==> src/common/rxq_cmd_pkg.sv <==
// constants for the receive queue command register block
package rxq_cmd_pkg;
  localparam logic [7:0]  RXQ_CMD_ADDR      = 8'h82;
  localparam logic [15:0] RXQ_CMD_RESET     = 16'h0000;
  // bits software may store directly (causes, burst and release handled apart)
  localparam logic [15:0] RXQ_CMD_RW_MASK   = 16'he3f6;
  localparam int          DUR_CAUSE_BIT     = 12;
  localparam int          BYTE_CAUSE_BIT    = 11;
  localparam int          FRAME_CAUSE_BIT   = 10;
  localparam int          IP_ALIGN_BIT      = 9;
  localparam int          DUR_EN_BIT        = 7;
  localparam int          BYTE_EN_BIT       = 6;
  localparam int          FRAME_EN_BIT      = 5;
  localparam int          AUTO_DEQ_BIT      = 4;
  localparam int          BURST_BIT         = 3;
  localparam int          RELEASE_BIT       = 0;
  localparam int          CLK_PERIOD_NS     = 10;
  localparam int          DUR_UNIT_NS       = 1000;
  localparam int          US_CYCLES         = (DUR_UNIT_NS + CLK_PERIOD_NS - 1) / CLK_PERIOD_NS;
  localparam logic [7:0]  US_LAST           = 8'(US_CYCLES - 1);
endpackage

==> src/core/receive_queue_command.sv <==
// receive queue command register: thresholds, causes, burst gate, release
// Functional notes
// bit 12 flags duration threshold as cause
// bit 11 flags byte threshold as cause
// bit 10 flags frame threshold as cause
// causes refresh on interrupt bit 13 write
// bit 9 adds two-byte IP alignment
// bit 7 enables duration threshold interrupt
// bit 6 enables byte threshold interrupt
// bit 5 enables frame threshold interrupt
// bit 4 auto-dequeues after frame read
// bit 3 write opens burst FIFO access
// burst blocks all other registers
// host clears bit 3 after burst
// bit 0 releases current errored frame
// release bit self-clears when memory freed
// software polls release bit before next frame
// duration threshold counted in microseconds
// host zeroes frame pointer before burst read
// blocked writes ignored, blocked reads zero
`timescale 1ns/1ps
`default_nettype none
module receive_queue_command #(
  parameter int FRAME_W = 8,
  parameter int BYTE_W  = 16,
  parameter int DUR_W   = 16
) (
  input  wire logic                      sys_clk_i,
  input  wire logic                      rst_b_i,
  input  wire logic                      reg_wr_i,
  input  wire logic                      reg_rd_i,
  input  wire logic [7:0]                reg_addr_i,
  input  wire logic [1:0]                reg_be_i,
  input  wire logic [15:0]               reg_wdata_i,
  output logic      [15:0]               reg_rdata_o,
  output logic                           reg_rvalid_o,
  output logic                           reg_blocked_o,
  input  wire logic                      isr_rx_ack_i,
  input  wire logic [FRAME_W-1:0]        rxq_frames_i,
  input  wire logic [BYTE_W-1:0]         rxq_bytes_i,
  input  wire logic [DUR_W-1:0]          duration_threshold_value_i,
  input  wire logic [BYTE_W-1:0]         byte_threshold_value_i,
  input  wire logic [FRAME_W-1:0]        frame_threshold_value_i,
  input  wire logic                      frame_read_done_i,
  input  wire logic                      release_done_i,
  output logic                           rx_irq_set_o,
  output logic                           ip_header_align_offset_en_o,
  output logic                           dequeue_o,
  output logic                           burst_active_o,
  output logic                           release_req_o
);
  import rxq_cmd_pkg::*;

  logic              rst_meta_r;
  logic              rst_sync_r;
  logic [15:0]       ctrl_r;
  logic [15:0]       ctrl_nxt;
  logic              burst_r;
  logic              burst_nxt;
  logic [2:0]        cause_r;
  logic [2:0]        cause_nxt;
  logic [7:0]        pre_r;
  logic [7:0]        pre_nxt;
  logic [DUR_W-1:0]  us_r;
  logic [DUR_W-1:0]  us_nxt;
  logic              hit_prev_r;
  logic              hit_prev_nxt;
  logic              irq_r;
  logic              irq_nxt;
  logic              deq_r;
  logic              deq_nxt;
  logic [15:0]       rdata_r;
  logic [15:0]       rdata_nxt;
  logic              rvalid_r;
  logic              rvalid_nxt;
  logic              wr_hit;
  logic [15:0]       wmask;
  logic [15:0]       view;
  logic [2:0]        exceed;
  logic [2:0]        armed;
  logic              hit;

  // reset enters asynchronously, leaves through two flops
  always_ff @(posedge sys_clk_i or negedge rst_b_i) begin
    if (!rst_b_i) begin
      rst_meta_r <= 1'b0;
      rst_sync_r <= 1'b0;
    end else begin
      rst_meta_r <= 1'b1;
      rst_sync_r <= rst_meta_r;
    end
  end

  assign wr_hit = reg_wr_i && (reg_addr_i == RXQ_CMD_ADDR);
  assign wmask  = {{8{reg_be_i[1]}}, {8{reg_be_i[0]}}};

  // threshold comparisons; "exceeds" is taken as strictly greater
  // the duration source only runs while a frame waits in the queue
  assign exceed[2] = (rxq_frames_i != '0) && (us_r > duration_threshold_value_i);
  assign exceed[1] = rxq_bytes_i > byte_threshold_value_i;
  assign exceed[0] = rxq_frames_i > frame_threshold_value_i;
  assign armed     = exceed & {ctrl_r[DUR_EN_BIT], ctrl_r[BYTE_EN_BIT], ctrl_r[FRAME_EN_BIT]};
  assign hit       = |armed;

  // register view: burst bit is write-only and reads zero
  always_comb begin
    view                  = ctrl_r;
    view[BURST_BIT]       = 1'b0;
    view[DUR_CAUSE_BIT]   = cause_r[2];
    view[BYTE_CAUSE_BIT]  = cause_r[1];
    view[FRAME_CAUSE_BIT] = cause_r[0];
  end

  // control register and burst gate
  always_comb begin
    ctrl_nxt  = ctrl_r;
    burst_nxt = burst_r;
    // causes, burst and release never take the plain store path
    if (wr_hit) begin
      ctrl_nxt = (ctrl_r & ~(wmask & RXQ_CMD_RW_MASK)) | (reg_wdata_i & wmask & RXQ_CMD_RW_MASK);
      if (reg_be_i[0]) begin
        burst_nxt = reg_wdata_i[BURST_BIT];
      end
    end
    // the set wins if release completes in the cycle of a new request
    if (wr_hit && reg_be_i[0] && reg_wdata_i[RELEASE_BIT]) begin
      ctrl_nxt[RELEASE_BIT] = 1'b1;
    end else if (release_done_i) begin
      ctrl_nxt[RELEASE_BIT] = 1'b0;
    end
  end

  always_ff @(posedge sys_clk_i or negedge rst_sync_r) begin
    if (!rst_sync_r) begin
      ctrl_r  <= RXQ_CMD_RESET;
      burst_r <= 1'b0;
    end else begin
      ctrl_r  <= ctrl_nxt;
      burst_r <= burst_nxt;
    end
  end

  // microsecond timer runs while the queue holds at least one frame
  // it saturates rather than wraps, so a stalled host still sees the crossing
  always_comb begin
    pre_nxt = pre_r;
    us_nxt  = us_r;
    if (rxq_frames_i == '0) begin
      pre_nxt = '0;
      us_nxt  = '0;
    end else if (pre_r == US_LAST) begin
      pre_nxt = '0;
      if (us_r != '1) begin
        us_nxt = us_r + 1'b1;
      end
    end else begin
      pre_nxt = pre_r + 8'h01;
    end
  end

  always_ff @(posedge sys_clk_i or negedge rst_sync_r) begin
    if (!rst_sync_r) begin
      pre_r <= '0;
      us_r  <= '0;
    end else begin
      pre_r <= pre_nxt;
      us_r  <= us_nxt;
    end
  end

  // interrupt request on a new armed crossing; causes captured on acknowledge
  // no new request fires while any armed source stays over its threshold; all must drop to re-arm
  always_comb begin
    hit_prev_nxt = hit;
    irq_nxt      = hit && !hit_prev_r;
    cause_nxt    = cause_r;
    if (isr_rx_ack_i) begin
      cause_nxt = armed;
    end
    deq_nxt = frame_read_done_i && ctrl_r[AUTO_DEQ_BIT];
  end

  always_ff @(posedge sys_clk_i or negedge rst_sync_r) begin
    if (!rst_sync_r) begin
      hit_prev_r <= 1'b0;
      irq_r      <= 1'b0;
      cause_r    <= 3'h0;
      deq_r      <= 1'b0;
    end else begin
      hit_prev_r <= hit_prev_nxt;
      irq_r      <= irq_nxt;
      cause_r    <= cause_nxt;
      deq_r      <= deq_nxt;
    end
  end

  // read answer one cycle after the strobe; other offsets answer zero here,
  // the rest of the register file watches reg_blocked_o during a burst
  always_comb begin
    rvalid_nxt = reg_rd_i;
    rdata_nxt  = 16'h0000;
    if (reg_rd_i && (reg_addr_i == RXQ_CMD_ADDR)) begin
      rdata_nxt = view;
    end
  end

  always_ff @(posedge sys_clk_i or negedge rst_sync_r) begin
    if (!rst_sync_r) begin
      rdata_r  <= 16'h0000;
      rvalid_r <= 1'b0;
    end else begin
      rdata_r  <= rdata_nxt;
      rvalid_r <= rvalid_nxt;
    end
  end

  assign reg_rdata_o                 = rdata_r;
  assign reg_rvalid_o                = rvalid_r;
  assign reg_blocked_o               = burst_r;
  assign rx_irq_set_o                = irq_r;
  assign ip_header_align_offset_en_o = ctrl_r[IP_ALIGN_BIT];
  assign dequeue_o                   = deq_r;
  assign burst_active_o              = burst_r;
  assign release_req_o               = ctrl_r[RELEASE_BIT];

  // bus, burst gate, release, cause, interrupt, dequeue and timer checks
  a_blocked_read_zero: assert property (@(posedge sys_clk_i) disable iff (!rst_sync_r)
    (reg_rd_i && burst_r && reg_addr_i != RXQ_CMD_ADDR) |=> (reg_rvalid_o && reg_rdata_o == 16'h0000))
    else $error("blocked read did not return zero");
  a_burst_open: assert property (@(posedge sys_clk_i) disable iff (!rst_sync_r)
    (wr_hit && reg_be_i[0] && reg_wdata_i[BURST_BIT]) |=> (burst_active_o && reg_blocked_o))
    else $error("burst did not open on write");
  a_burst_reads_zero: assert property (@(posedge sys_clk_i) disable iff (!rst_sync_r)
    (reg_rd_i && reg_addr_i == RXQ_CMD_ADDR) |=> !reg_rdata_o[BURST_BIT])
    else $error("write-only burst bit read back");
  a_release_set: assert property (@(posedge sys_clk_i) disable iff (!rst_sync_r)
    (wr_hit && reg_be_i[0] && reg_wdata_i[RELEASE_BIT]) |=> release_req_o)
    else $error("release request not raised");
  a_release_clear: assert property (@(posedge sys_clk_i) disable iff (!rst_sync_r)
    (release_done_i && !(wr_hit && reg_be_i[0] && reg_wdata_i[RELEASE_BIT])) |=> !release_req_o)
    else $error("release bit did not self-clear");
  a_cause_capture: assert property (@(posedge sys_clk_i) disable iff (!rst_sync_r)
    isr_rx_ack_i |=> (cause_r == $past(armed)))
    else $error("causes not refreshed on acknowledge");
  a_cause_hold: assert property (@(posedge sys_clk_i) disable iff (!rst_sync_r)
    !isr_rx_ack_i |=> $stable(cause_r))
    else $error("causes changed without acknowledge");
  a_irq_needs_enable: assert property (@(posedge sys_clk_i) disable iff (!rst_sync_r)
    (exceed[0] && ctrl_r[FRAME_EN_BIT] && !hit_prev_r) |=> rx_irq_set_o)
    else $error("frame threshold interrupt missed");
  a_irq_disabled: assert property (@(posedge sys_clk_i) disable iff (!rst_sync_r)
    (ctrl_r[7:5] == 3'h0) |=> !rx_irq_set_o)
    else $error("interrupt raised with all sources off");
  a_auto_dequeue: assert property (@(posedge sys_clk_i) disable iff (!rst_sync_r)
    frame_read_done_i |=> (dequeue_o == $past(ctrl_r[AUTO_DEQ_BIT])))
    else $error("auto dequeue mismatch");
  a_us_tick: assert property (@(posedge sys_clk_i) disable iff (!rst_sync_r)
    (rxq_frames_i != '0 && pre_r == US_LAST && us_r != '1 && rxq_frames_i != '0)
      |=> (us_r == $past(us_r) + 1'b1 || $past(rxq_frames_i) == '0))
    else $error("microsecond count did not advance");

  // threshold sources, timer, write, read and hold checks
  a_dur_irq: assert property (@(posedge sys_clk_i) disable iff (!rst_sync_r)
    (exceed[2] && ctrl_r[DUR_EN_BIT] && !hit_prev_r) |=> rx_irq_set_o)
    else $error("duration threshold interrupt missed");
  a_byte_irq: assert property (@(posedge sys_clk_i) disable iff (!rst_sync_r)
    (exceed[1] && ctrl_r[BYTE_EN_BIT] && !hit_prev_r) |=> rx_irq_set_o)
    else $error("byte threshold interrupt missed");
  a_irq_no_repeat: assert property (@(posedge sys_clk_i) disable iff (!rst_sync_r)
    hit_prev_r |=> !rx_irq_set_o)
    else $error("interrupt repeated while a source stayed armed");
  a_dur_idle: assert property (@(posedge sys_clk_i) disable iff (!rst_sync_r)
    (rxq_frames_i == '0) |=> (us_r == '0))
    else $error("duration timer ran with an empty queue");
  a_us_hold: assert property (@(posedge sys_clk_i) disable iff (!rst_sync_r)
    (rxq_frames_i != '0 && pre_r != US_LAST) |=> (us_r == $past(us_r)))
    else $error("microsecond count moved between ticks");
  a_align_write: assert property (@(posedge sys_clk_i) disable iff (!rst_sync_r)
    (wr_hit && reg_be_i[1]) |=> (ip_header_align_offset_en_o == $past(reg_wdata_i[IP_ALIGN_BIT])))
    else $error("alignment enable not stored");
  a_burst_close: assert property (@(posedge sys_clk_i) disable iff (!rst_sync_r)
    (wr_hit && reg_be_i[0] && !reg_wdata_i[BURST_BIT]) |=> !reg_blocked_o)
    else $error("burst did not close on write of zero");
  a_burst_hold: assert property (@(posedge sys_clk_i) disable iff (!rst_sync_r)
    !wr_hit |=> $stable(burst_active_o))
    else $error("burst gate changed without a write");
  a_ctrl_hold: assert property (@(posedge sys_clk_i) disable iff (!rst_sync_r)
    (!wr_hit && !release_done_i) |=> $stable(ctrl_r))
    else $error("control bits changed without a write");
  a_release_hold: assert property (@(posedge sys_clk_i) disable iff (!rst_sync_r)
    (release_req_o && !release_done_i) |=> release_req_o)
    else $error("release bit dropped before memory freed");
  a_dequeue_idle: assert property (@(posedge sys_clk_i) disable iff (!rst_sync_r)
    !frame_read_done_i |=> !dequeue_o)
    else $error("dequeue without a finished frame read");
  a_read_idle: assert property (@(posedge sys_clk_i) disable iff (!rst_sync_r)
    !reg_rd_i |=> (!reg_rvalid_o && reg_rdata_o == 16'h0000))
    else $error("read answer without a read strobe");
  a_cause_view: assert property (@(posedge sys_clk_i) disable iff (!rst_sync_r)
    (reg_rd_i && reg_addr_i == RXQ_CMD_ADDR)
      |=> (reg_rdata_o[DUR_CAUSE_BIT] == $past(cause_r[2]) && reg_rdata_o[BYTE_CAUSE_BIT] == $past(cause_r[1])
        && reg_rdata_o[FRAME_CAUSE_BIT] == $past(cause_r[0])))
    else $error("cause bits not shown on read");
endmodule
`default_nettype wire

==> config.mk <==
export PLATFORM = sky130hd
export DESIGN_NAME = receive_queue_command
export DESIGN_NICKNAME = d
export VERILOG_FILES = /design/src/common/rxq_cmd_pkg.sv /design/src/core/receive_queue_command.sv
export SDC_FILE = /design/constraint.sdc
export NUM_CORES = 1
export LEC_CHECK = 0
export ABC_AREA = 1
export BUFFER_PORTS_ARGS = -buffer_cell sky130_fd_sc_hd__buf_2
export CAP_MARGIN = 20
export CORE_MARGIN = 10
export CORE_UTILIZATION = 38
export DETAILED_ROUTE_END_ITERATION = 16
export GPL_ROUTABILITY_DRIVEN = 0
export GPL_TIMING_DRIVEN = 1
export HOLD_SLACK_MARGIN = 0.15
export PLACE_DENSITY_LB_ADDON = 0.2
export REMOVE_ABC_BUFFERS = 1
export SETUP_SLACK_MARGIN = 0.1
export SKIP_CTS_REPAIR_TIMING = 1
export SLEW_MARGIN = 20
export SYNTH_ARGS = -nofsm -noshare
export SYNTH_HDL_FRONTEND = slang
export SYNTH_SLANG_ARGS = --single-unit
==> constraint.sdc <==
create_clock -name sys_clk_i -period 2.8 [get_ports sys_clk_i]
set_clock_uncertainty 0.15 [all_clocks]
set_input_delay 0.42 -clock sys_clk_i [delete_from_list [all_inputs] [get_ports sys_clk_i]]
set_output_delay 0.42 -clock sys_clk_i [all_outputs]
set_load 0.01 [all_outputs]
# Word level (Yosys, flattened, before mapping)
# Cells that the tools add are included.
# word_totals
ff_bits,66
input_bits,97
out_inout_bits,23
elab_cells,51
# classes
addsub,2
order_cmp,3
eq_ne,3
mux,9
bitwise,5
n_reduce_logical,16
# ops
cell,count
$mux W16,4
$and A16 B16 Y16,2
$gt A16 B16 Y1,2
$add A16 B1 Y16 const B,1
$mux W8,2
$ne A16 B16 Y1 const B,1
$not A16 Y16,1
$or A16 B16 Y16,1
$add A8 B1 Y8 const B,1
$eq A8 B7 Y1 const B,1
$eq A8 B8 Y1 const B,1
$gt A8 B8 Y1,1
$logic_not A8 Y1,1
$reduce_bool A8 Y1,1
$logic_and A1 B1 Y1,7
$reduce_and A2 Y1,2
$reduce_bool A2 Y1,2
$and A3 B3 Y3,1
$mux W1,3
$reduce_bool A3 Y1,1
$reduce_or A3 Y1,1
$logic_not A1 Y1,1

# Longest topological paths before layout
# Gate-level depths: netlist of run 1.
# depth
ltp_word,6
mapped_depth,13
depth_no_buf,13

# Least setup slack after synthesis of run 1
# Ideal clock, no wire load.
# synth_path
path_type,input-to-reg
from,in byte_threshold_value_i[15]
to,reg irq_r (netlist: rx_irq_set_o)
setup_ps,119
t_arrival_ps,1405
required_ps,2531
path_slack_ps,1126
path_stages,11
n_path_buf,0
cell_sequence,inv_1 > ha_1 > nand2_1 > nor2_1 > nand2_1 > nor2_1 > a21oi_1 > nand2_1 > nand2_1 > nor2_1 > nor2_1
# synth_between
elab_chain_len,4
# synth_lines
item,line,rtl
start: declaration,receive_queue_command.sv:42,"input wire logic [BYTE_W-1:0] byte_threshold_value_i,"
$gt A16 B16 Y1,receive_queue_command.sv:100,assign exceed[1] = rxq_bytes_i > byte_threshold_value_i;
$and A3 B3 Y3,receive_queue_command.sv:102,"assign armed = exceed & {ctrl_r[DUR_EN_BIT], ctrl_r[BYTE_EN_BIT], ctrl_r[FRAME_EN_BIT]};"
$reduce_or A3 Y1,receive_queue_command.sv:103,assign hit = |armed;
$logic_and A1 B1 Y1,receive_queue_command.sv:175,irq_nxt = hit && !hit_prev_r;
named net irq_nxt,receive_queue_command.sv:69,logic irq_nxt;
end signal: assignment,receive_queue_command.sv:191,irq_r <= irq_nxt;
end: declaration,receive_queue_command.sv:68,logic irq_r;
# The timed path passes the listed nets, and every way through them passes these cells.
# A chain may end at the register's enable or synchronous reset.

# Worst setup path after layout of run 1
# layout_path
from,reg us_r[0]
to,reg us_r[10]
# layout_between
elab_chain_len,4
elab_cells_between_ends,7
cone_classes,1 x add/sub; 1 x eq/ne; 3 x mux; 2 x reduce/logical
# layout_lines
item,line,rtl
start: declaration,receive_queue_command.sv:64,logic [DUR_W-1:0] us_r;
start signal: assignment,receive_queue_command.sv:167,us_r <= us_nxt;
$add A16 B1 Y16,receive_queue_command.sv:154,us_nxt = us_r + 1'b1;
$mux W16,receive_queue_command.sv:153,if (us_r != '1) begin
$mux W16,receive_queue_command.sv:151,end else if (pre_r == US_LAST) begin
$mux W16,receive_queue_command.sv:148,if (rxq_frames_i == '0) begin
# Several ways; a longest one is shown, not always the timed one. The select of a mux whose other input is x is not followed.

==> results.sh, run 1 <==
export IMPL_outcome="finished, final reports clean"
export IMPL_firstDrtPassIters=4
export IMPL_p_comb_share_pct=20.9
export IMPL_grt_usage_pct=12.8
export IMPL_path_max_fanout=20
export IMPL_drive_above_1_share_pct=25.5
export IMPL_yosysWarnings=0
export IMPL_regToRegStartpoint="us_r[0]"
export IMPL_layout_commonest_cell="buf_2"
export IMPL_grt_pass1_vias=3370
export IMPL_ir_drop_v=0.000322
export IMPL_ys_seq_area_share_pct=40.2
export IMPL_finalSetupViolCount=0
export IMPL_fin_setup_tns_ns=0
export IMPL_vias=3347
export IMPL_die_area_mm2=0.0144
export IMPL_antenna_found_initial=0
export IMPL_synth_compound_area_share_pct=8.50
export IMPL_fin_nets=746
export IMPL_clk_pin_slew_ns=0.07
export IMPL_cellLeakagePower_uw=0.00272
export IMPL_synth_mux_area_share_pct=0
export IMPL_intPower_uw=1520
export IMPL_viasPerCell=4.50
export IMPL_grt_pass1_wl_um=15300
export IMPL_postRouteAntennaNets=0
export IMPL_regArea_mm2=0.00153
export IMPL_critical_path_class="reg -> reg"
export IMPL_io_buffers=115
export IMPL_core_area_mm2=0.00977
export IMPL_power_density_mw_per_mm2=465
export IMPL_cts_root_buf="clkbuf_8"
export IMPL_rsz0062_at_grt="false"
export IMPL_hold_path_class="in -> reg"
export IMPL_hold_slack_ns=0.168
export IMPL_switchingPower_uw=677
export IMPL_drc_errors=0
export IMPL_fin_crit_ns=2.00
export IMPL_synthAdderAreaFrac_pct=13.8
export IMPL_std_cell_rows=36
export IMPL_fin_util_pct=48.3
export IMPL_cts_sinks=61
export IMPL_area_growth_pct=24.5
export IMPL_drtIter0Drc=102
export IMPL_synth_xor_area_share_pct=2.08
export IMPL_synthCells=481
export IMPL_power_share_clock_pct=31.2
export IMPL_cap_violations=0
export IMPL_cts_tree="built"
export IMPL_synth_top_family_by_area="simple AND/OR/NAND/NOR gates"
export IMPL_r2r_cells=9
export IMPL_yosys_area_share_simple_pct=24.7
export IMPL_synth_distinct_cells=35
export IMPL_max_freq_mhz=499
export IMPL_worstSetupStartpoint="us_r[0]"
export IMPL_worst_setup_path_end_kind="register"
export IMPL_hpwl_um=7170
export IMPL_hold_viol_final=0
export IMPL_syn_cell_area_mm2=0.00380
export IMPL_start_util_pct=38.8
export IMPL_worstHoldStart="isr_rx_ack_i"
export IMPL_required_ns=2.90
export IMPL_wl_per_cell_um=12.2
export IMPL_totalWireLength_um=9070
export IMPL_crit_arrival_ns=2.11
export IMPL_cts_made_buffers=9
export IMPL_worstSetupStartpointType="register"
export IMPL_multi_input_comb_area_mm2=0.00187
export IMPL_clk_path_buf_depth=2
export IMPL_p_seq_share_pct=47.9
export IMPL_worstSkewPairLatency_ns=0.33
export IMPL_worst_slew_pin_slew_ns=0.745
export IMPL_grt_max_degree=60
export IMPL_die_h_um=120
export IMPL_pin_count=120
export IMPL_htreeDepth=3
export IMPL_drv_slew=0
export IMPL_num_fill_cells=979
export IMPL_diodes=0
export IMPL_ff2ff_setup_slack_ns=0.80
export IMPL_swShare_pct=30.8
export IMPL_worstHoldPathCells=2
export IMPL_slew_headroom_pct=50.3
export IMPL_grt_overflow=0
export IMPL_synth_area_per_cell_um2=7.89
export IMPL_fin_crit_sh_pct=71.6
export IMPL_die_w_um=120
export IMPL_yosys_register_bits=61
export IMPL_layout_common_cells="buf_2, nand2_1, inv_1"
cell families (layout without fill, tap and decap cells):
| family | Yosys count | in the layout |
|---|---|---|
| simple gates | 212 | 212 |
| fa+ha+maj | 42 | 42 |
| compound gates | 56 | 56 |
| other cells | 2 | 2 |
| buf+inv | 99 | 229 |
| flops | 61 | 61 |
| xor+xnor | 9 | 9 |
synthesized netlist by cell type:
master / number / share of area, %
nand2_1: 94 / 9.3
inv_1: 89 / 8.8
nor2_1: 62 / 6.1
dfrtp_1: 61 / 40
ha_1: 42 / 14
a21oi_1: 30 / 4.0
nand3_1: 22 / 2.9
nand4_1: 10 / 1.6
nor3_1: 7 / 0.92
o21ai_0: 7 / 0.92
o21ai_1: 7 / 0.92
xor2_1: 7 / 1.6
o21ai_2: 5 / 1.2
inv_2: 3 / 0.30
nor2_2: 3 / 0.49
nor3_2: 3 / 0.79
nor3b_1: 3 / 0.59
a31oi_1: 2 / 0.33
buf_2: 2 / 0.26
buf_4: 2 / 0.40
buf_6: 2 / 0.59
conb_1: 2 / 0.20
nand4_2: 2 / 0.66
or2_2: 2 / 0.33
xnor2_1: 2 / 0.46
a21o_1: 1 / 0.20
a31o_2: 1 / 0.23
and3_1: 1 / 0.16
clkbuf_1: 1 / 0.099
nand3_2: 1 / 0.26
nand3b_1: 1 / 0.20
nor4_2: 1 / 0.33
o21ai_4: 1 / 0.43
o21bai_1: 1 / 0.20
o22ai_1: 1 / 0.16
final cells by class:
type	count	share of cell area [%]
Clock buffer	10	2.91
Tap cell	133	3.52
Inverter	92	7.31
Sequential cell	61	32.3
Multi-Input combinational cell	321	39.6
Timing Repair Buffer	122	13.5
Clock inverter	5	0.768
per-stage QoR:
| stage | cells | area, um2 | power, uW | setup WS [ns] |
|---|---|---|---|---|
| 2_1_floorplan | 474 | 3740 | 1370 | 0.826 |
| 3_3_place_gp | 725 | 4510 | 1510 | 0.818 |
| 3_5_place_dp | 725 | 4510 | 1530 | 0.802 |
| 4_1_cts | 740 | 4680 | 2220 | 0.777 |
| 5_1_grt | 744 | 4720 | 2360 | 0.614 |
| 6_report | 744 | 4720 | 2200 | 0.796 |
worst max-delay path: stages (launching register included):
cell and delay [ns]:
dfrtp_1 0.42, ha_1 0.24, nand3_1 0.13, inv_1 0.09, nand2_1 0.11, nor2_2 0.06, o21ai_4 0.21, buf_4 0.31
nand4_1 0.11, o21ai_1 0.09
routing by layer:
layer / routed length, um / GRT usage (%)
met5: 0 / 0
met2: 4250 / 21.3
met1: 3950 / 14.6
met4: 96 / 2.64
met3: 783 / 6.47
path summary, 6_finish.rpt:
kind | endpoint
max in group asynchronous | us_r[10]
worst max-delay path | us_r[10]
worst min register to register | rst_sync_r
worst max register to register | us_r[10]
min in group asynchronous | rst_meta_r
worst min-delay path | cause_r[2]
power by group through the flow:
stage	clock network [uW]	registers, uW	logic, uW
3_5_place_dp	0	1070	461
3_3_place_gp	0	1070	440
6_report	686	1050	460
2_1_floorplan	0	1060	309
4_1_cts	708	1050	465
5_1_grt	750	1070	547
No activity file was read; power rests on OpenSTA's default activity.
==> inputs of run 2 (changes only) <==
--- a/config.mk
+++ b/config.mk
@@ -5,7 +5,7 @@
 export SDC_FILE = /design/constraint.sdc
 export NUM_CORES = 1
 export LEC_CHECK = 0
-export ABC_AREA = 1
+export ABC_AREA = 0
 export BUFFER_PORTS_ARGS = -buffer_cell sky130_fd_sc_hd__buf_2
 export CAP_MARGIN = 20
 export CORE_MARGIN = 10
==> constraint.sdc (replaced) <==
create_clock -name sys_clk_i -period 2 [get_ports sys_clk_i]
set_clock_uncertainty 0.15 [all_clocks]
set_input_delay 0.3 -clock sys_clk_i [delete_from_list [all_inputs] [get_ports sys_clk_i]]
set_output_delay 0.3 -clock sys_clk_i [all_outputs]
set_load 0.01 [all_outputs]
==> run 2 against run 1 <==
  * Count of clock-buffer cells in the layout did not move
  * Largest power group unchanged
  * Critical path type unchanged
  * Critical path depth fell by 3
  * Highest routed layer unchanged
  * The run now ends with negative setup slack left
  * Global-route usage rose by 1.0 points
==> results.sh, run 2 <==
export IMPL_cp_top_family="simple AND/OR/NAND/NOR gates"
export IMPL_hold_viol_final=0
export IMPL_rsz0062_at_grt="true"
export IMPL_totalWireLength_um=10300
export IMPL_fin_setup_tns_ns=-0.739
export IMPL_cts_sinks=61
export IMPL_synth_compound_area_share_pct=11.7
export IMPL_yosysWarnings=0
export IMPL_synth_top_family_by_area="simple AND/OR/NAND/NOR gates"
export IMPL_fin_crit_ns=2.15
export IMPL_drtIter0Drc=77
export IMPL_cts_root_buf="clkbuf_8"
export IMPL_grt_pass1_wl_um=16300
export IMPL_setup_ws_ns=-0.148
export IMPL_critical_path_class="reg -> reg"
export IMPL_firstDrtPassIters=4
export IMPL_area_growth_pct=47.1
export IMPL_intPower_uw=2400
export IMPL_antenna_found_initial=0
export IMPL_power_density_mw_per_mm2=610
export IMPL_synth_most_common_cell="dfrtp_1"
export IMPL_synth_mux_area_share_pct=5.41
export IMPL_worst_setup_path_end_kind="register"
export IMPL_ys_seq_area_share_pct=41.5
export IMPL_p_seq_share_pct=43.1
export IMPL_hpwl_um=7730
export IMPL_layout_common_cells="buf_2, dfrtp_1, buf_4"
export IMPL_htreeDepth=3
export IMPL_start_util_pct=39.5
export IMPL_synth_common_cells="dfrtp_1, inv_1, ha_1"
export IMPL_cts_made_buffers=9
export IMPL_worst_path_largest_cell_delay_ns=0.41
export IMPL_synthAdderAreaFrac_pct=14.3
export IMPL_drc_errors=0
export IMPL_pin_count=120
export IMPL_grt_pass1_vias=3501
export IMPL_outcome="complete, but fails checks"
export IMPL_diodes=0
export IMPL_violations="negative setup slack"
export IMPL_viasPerCell=4.97
export IMPL_worstSkewPairLatency_ns=0.34
export IMPL_vias=3421
export IMPL_synth_area_per_cell_um2=10.0
export IMPL_path_cells="ha_4, nand4_1, or3_4, o311ai_4, a31oi_4, or3_1"
export IMPL_layout_commonest_cell="buf_2"
export IMPL_die_area_mm2=0.0140
export IMPL_drive_above_1_share_pct=42.7
export IMPL_yosys_register_bits=61
export IMPL_hold_path_class="reg -> reg"
export IMPL_synth_area_leader_cell="dfrtp_1"
export IMPL_synthCells=368
export IMPL_synth_edf_count=0
export IMPL_ir_drop_v=0.000360
export IMPL_wl_per_cell_um=15.0
export IMPL_async_flop_share_pct=100
export IMPL_yosys_area_share_simple_pct=19.0
export IMPL_die_w_um=118
export IMPL_clk_pin_slew_ns=0.07
export IMPL_crit_arrival_ns=2.21
export IMPL_swShare_pct=27.4
export IMPL_core_area_mm2=0.00933
export IMPL_finalSetupViolCount=13
export IMPL_switchingPower_uw=906
export IMPL_synth_area_leaders="dfrtp_1, ha_1, inv_1"
export IMPL_cts_tree="built"
export IMPL_worstSetupStartpointType="register"
export IMPL_grt_max_degree=60
export IMPL_clk_path_buf_depth=2
export IMPL_totalPowerFinal_uw=3300
export IMPL_synth_xor_area_share_pct=1.19
export IMPL_syn_cell_area_mm2=0.00368
export IMPL_required_ns=2.07
export IMPL_postRouteAntennaNets=0
export IMPL_fin_crit_sh_pct=107
export IMPL_cap_violations=0
export IMPL_path_max_fanout=3
export IMPL_grt_usage_pct=13.9
export IMPL_max_freq_mhz=466
export IMPL_synth_distinct_cells=56
export IMPL_ys_flop_type="dfrtp_1"
export IMPL_fin_nets=694
export IMPL_synth_top_cell_area_share_pct=41.5
export IMPL_drv_slew=0
export IMPL_io_buffers=115
export IMPL_std_cell_rows=35
export IMPL_num_fill_cells=820
export IMPL_cellLeakagePower_uw=0.00291
export IMPL_power_share_clock_pct=36.6
export IMPL_p_comb_share_pct=20.3
export IMPL_die_h_um=118
export IMPL_crit_slowest_cell="dfrtp_1"
export IMPL_crit_buf_inv=0
export IMPL_grt_overflow=0
run 2: cell types whose count changed after synthesis, sizes merged, moves of 5 or more:
cell    before  now
nand2       94   22
nor2        65   12
inv         92   45
and3         1   24
mux2         0   15
nand3       23   12
nor3        10    3
o21ai       20   13
or4          0    6
and2         0    5
clkbuf       1    6
o31ai        0    5
run 2: power by group through the flow:
stage                     logic [uW]  clock network, uW  registers, uW
after floorplan                  303                  0           1460
after global placement           602                  0           1440
after detailed placement         617                  0           1450
after CTS                        624               1240           1420
after global routing             766               1300           1440
final                            670               1210           1430
run 2: logic make-up (layout without fill, tap and decap cells):
logic type,after synthesis,after routing
XOR/XNOR,5,5
multiplexers,18,18
AO/OA/AOI/OAI,66,66
other,2,2
flip-flops,61,61
buffers and inverters,57,248
AND/OR/NAND/NOR,117,118
adder cells (fa/ha/maj),42,42
run 2: routing by layer:
layer | share of wire, % | up-vias | GRT usage (%)
met2 | 51 | 85 | 23.2
met4 | 0.93 | 0 | 4.81
met1 | 43 | 1637 | 16.0
met3 | 5.5 | 9 | 5.09
met5 | 0 | - | 0
li1 | - | 1690 | -
run 2: layout make-up:
type | instances | area, um2 | share of cell area (%)
clock buffers | 10 | 128 | 2.36
repair buffers | 187 | 1200 | 22.1
flip-flops and latches | 61 | 1530 | 28.2
clock inverters | 6 | 86.3 | 1.59
well taps | 129 | 161 | 2.98
multi-input cells | 251 | 2140 | 39.6
inverters | 45 | 169 | 3.12
run 2: worst reg2reg max path, cell delays in order, from the launching register on:
cell and delay (ns):
dfrtp_1 0.41, ha_4 0.28, nand4_1 0.11, or3_4 0.37, o311ai_4 0.27, a31oi_4 0.08, or3_1 0.36
run 2: worst paths after layout:
kind                            start    endpoint  slack (ns)  depth (start not counted)
max                          us_r[15]  hit_prev_r       -0.15                          6
min                        rst_meta_r  rst_sync_r        0.21                          0
max reg2reg                  us_r[15]  hit_prev_r       -0.15                          6
min reg2reg                rst_meta_r  rst_sync_r        0.21                          0
max in group asynchronous  rst_sync_r    us_r[11]        0.74                          2
min in group asynchronous     rst_b_i  rst_meta_r        0.66                          3
run 2: per-stage QoR:
stage          instances  utilization, %  setup slack, ns  cell area, um2  hold WS (ns)
3_5_place_dp         647            50.4           -0.348            4700       -0.0614
6_report             689            58.0           -0.148            5410         0.205
4_1_cts              663            52.7           -0.352            4920        -0.437
5_1_grt              689            58.0           -0.250            5410         0.221
2_1_floorplan        356               -           -0.184            3600        -0.146
3_3_place_gp         647            50.4           -0.299            4700       -0.0635
==> inputs of run 3 (changes only) <==
--- a/config.mk
+++ b/config.mk
@@ -6,11 +6,12 @@
 export NUM_CORES = 1
 export LEC_CHECK = 0
 export ABC_AREA = 0
-export BUFFER_PORTS_ARGS = -buffer_cell sky130_fd_sc_hd__buf_2
+export ABC_CLOCK_PERIOD_IN_PS = 2000
 export CAP_MARGIN = 20
 export CORE_MARGIN = 10
 export CORE_UTILIZATION = 38
 export DETAILED_ROUTE_END_ITERATION = 16
+export DONT_BUFFER_PORTS = 1
 export GPL_ROUTABILITY_DRIVEN = 0
 export GPL_TIMING_DRIVEN = 1
 export HOLD_SLACK_MARGIN = 0.15
==> run 3 against run 2 <==
  * The run still ends with negative setup slack left
  * Count of clock-buffer cells in the layout down 1
  * Register-to-register slack better by 0.05 ns
  * Routed wire length down 7.1%
  * Cell area down 14%
  * Hold slack worse by 0.042 ns
  * Critical path depth unchanged
  * Clock power down 22%
  * Utilization down 8.2 points
==> results.sh, run 3 (synthesized netlist as in run 2, its figures left out) <==
export IMPL_outcome="complete, but fails checks"
export IMPL_r2r_cells=6
export IMPL_finalSetupViolCount=10
export IMPL_crit_arrival_ns=2.17
export IMPL_die_w_um=118
export IMPL_ir_drop_v=0.000484
export IMPL_hold_path_class="reg -> async"
export IMPL_postRouteAntennaNets=0
export IMPL_totalPowerFinal_uw=2890
export IMPL_layout_common_cells="dfrtp_1, inv_1, buf_4"
export IMPL_cellLeakagePower_uw=0.00235
export IMPL_cts_made_buffers=9
export IMPL_rsz0062_at_grt="true"
export IMPL_die_area_mm2=0.0140
export IMPL_clk_pin_slew_ns=0.07
export IMPL_cts_root_buf="clkbuf_8"
export IMPL_path_max_fanout=3
export IMPL_totalWireLength_um=9590
export IMPL_io_buffers=0
export IMPL_viasPerCell=5.19
export IMPL_slew_headroom_pct=57.3
export IMPL_diodes=0
export IMPL_finalInstanceArea_mm2=0.00465
export IMPL_grt_max_degree=29
export IMPL_core_area_mm2=0.00933
export IMPL_power_density_mw_per_mm2=622
export IMPL_drc_errors=0
export IMPL_grt_pass1_vias=3121
export IMPL_firstDrtPassIters=4
export IMPL_pin_count=120
export IMPL_cap_violations=0
export IMPL_fin_crit_ns=2.10
export IMPL_die_h_um=118
export IMPL_hold_viol_final=0
export IMPL_worst_setup_path_end_kind="register"
export IMPL_critical_path_class="reg -> reg"
export IMPL_setup_ws_ns=-0.0989
export IMPL_htreeDepth=3
export IMPL_drtIter0Drc=98
export IMPL_cts_tree="built"
export IMPL_grt_pass1_wl_um=15400
export IMPL_worstSkewPairLatency_ns=0.34
export IMPL_start_util_pct=39.5
export IMPL_grt_overflow=0
export IMPL_std_cell_rows=35
export IMPL_worst_slew_pin_slew_ns=0.638
export IMPL_fin_nets=574
export IMPL_fin_util_pct=49.8
export IMPL_required_ns=2.07
export IMPL_area_growth_pct=26.3
export IMPL_max_freq_mhz=476
export IMPL_fin_crit_sh_pct=105
export IMPL_antenna_found_initial=0
export IMPL_hpwl_um=7440
export IMPL_cts_sinks=61
export IMPL_drv_slew=0
export IMPL_clk_path_buf_depth=2
export IMPL_violations="negative setup slack"
export IMPL_postPlaceCellArea_mm2=0.00410
export IMPL_wl_per_cell_um=16.8
export IMPL_worstSetupStartpointType="register"
export IMPL_vias=2951
export IMPL_post_place_ws_ns=-0.294
export IMPL_drive_above_1_share_pct=24.1
export IMPL_ff2ff_setup_slack_ns=-0.1
export IMPL_layout_commonest_cell="dfrtp_1"
export IMPL_grt_usage_pct=13.2
## run 3: changes by cell type in the layout (fill, tap and decap cells not counted), sizes merged
cell,delta
clkbuf,-1
clkinvlp,+2
buf,-121
bufinv,-2
inv,-1
dlygate4sd3,+1
clkinv,+2
## run 3: area by class of cell
type | count | area [um2]
inverter | 45 | 169
clock buffer | 9 | 124
multi-input combinational | 251 | 2050
sequential | 61 | 1530
timing repair buffer | 67 | 572
tap | 129 | 161
clock inverter | 7 | 42.5
fill | 902 | 4680
## run 3: report_power, final
group | leakage [uW] | internal, uW | total, uW | switching, uW
Sequential | 0.000821 | 1330 | 1430 | 105
Combinational | 0.00145 | 268 | 518 | 250
Clock | 0.0000808 | 439 | 939 | 500
Total | 0.00235 | 2040 | 2890 | 855
## run 3: worst paths after layout
kind | endpoint | from
setup / recovery | hit_prev_r | us_r[13]
hold / removal | pre_r[3] | rst_sync_r
setup reg to reg | hit_prev_r | us_r[13]
hold reg to reg | pre_r[3] | rst_sync_r
max in group asynchronous | dequeue_o | rst_sync_r
min in group sys_clk_i | rst_sync_r | rst_meta_r
## run 3: per-stage QoR
stage          cells  TNS (ns)  hold slack [ns]
6_report         569    -0.475            0.163
5_1_grt          569     -2.37            0.210
4_1_cts          544     -1.24           -0.525
3_5_place_dp     528     -1.01           -0.146
3_3_place_gp     528    -0.873           -0.146
2_1_floorplan    356    -0.507           -0.146
## run 3: worst max-delay path, stage by stage, from the launching register on
cell and delay, ns:
dfrtp_1 0.42, ha_4 0.28, nand4_1 0.10, or3_4 0.38, o311ai_4 0.26, a31oi_4 0.07, or3_1 0.31
## run 3: layer usage
metal / vias to the layer above / share of wire, % / GRT usage (%)
met2: 78 / 50 / 22.0
met4: 0 / 1.3 / 4.58
met3: 9 / 6.8 / 5.76
met1: 1409 / 42 / 14.9
li1: 1455 / - / -
met5: - / 0 / 0
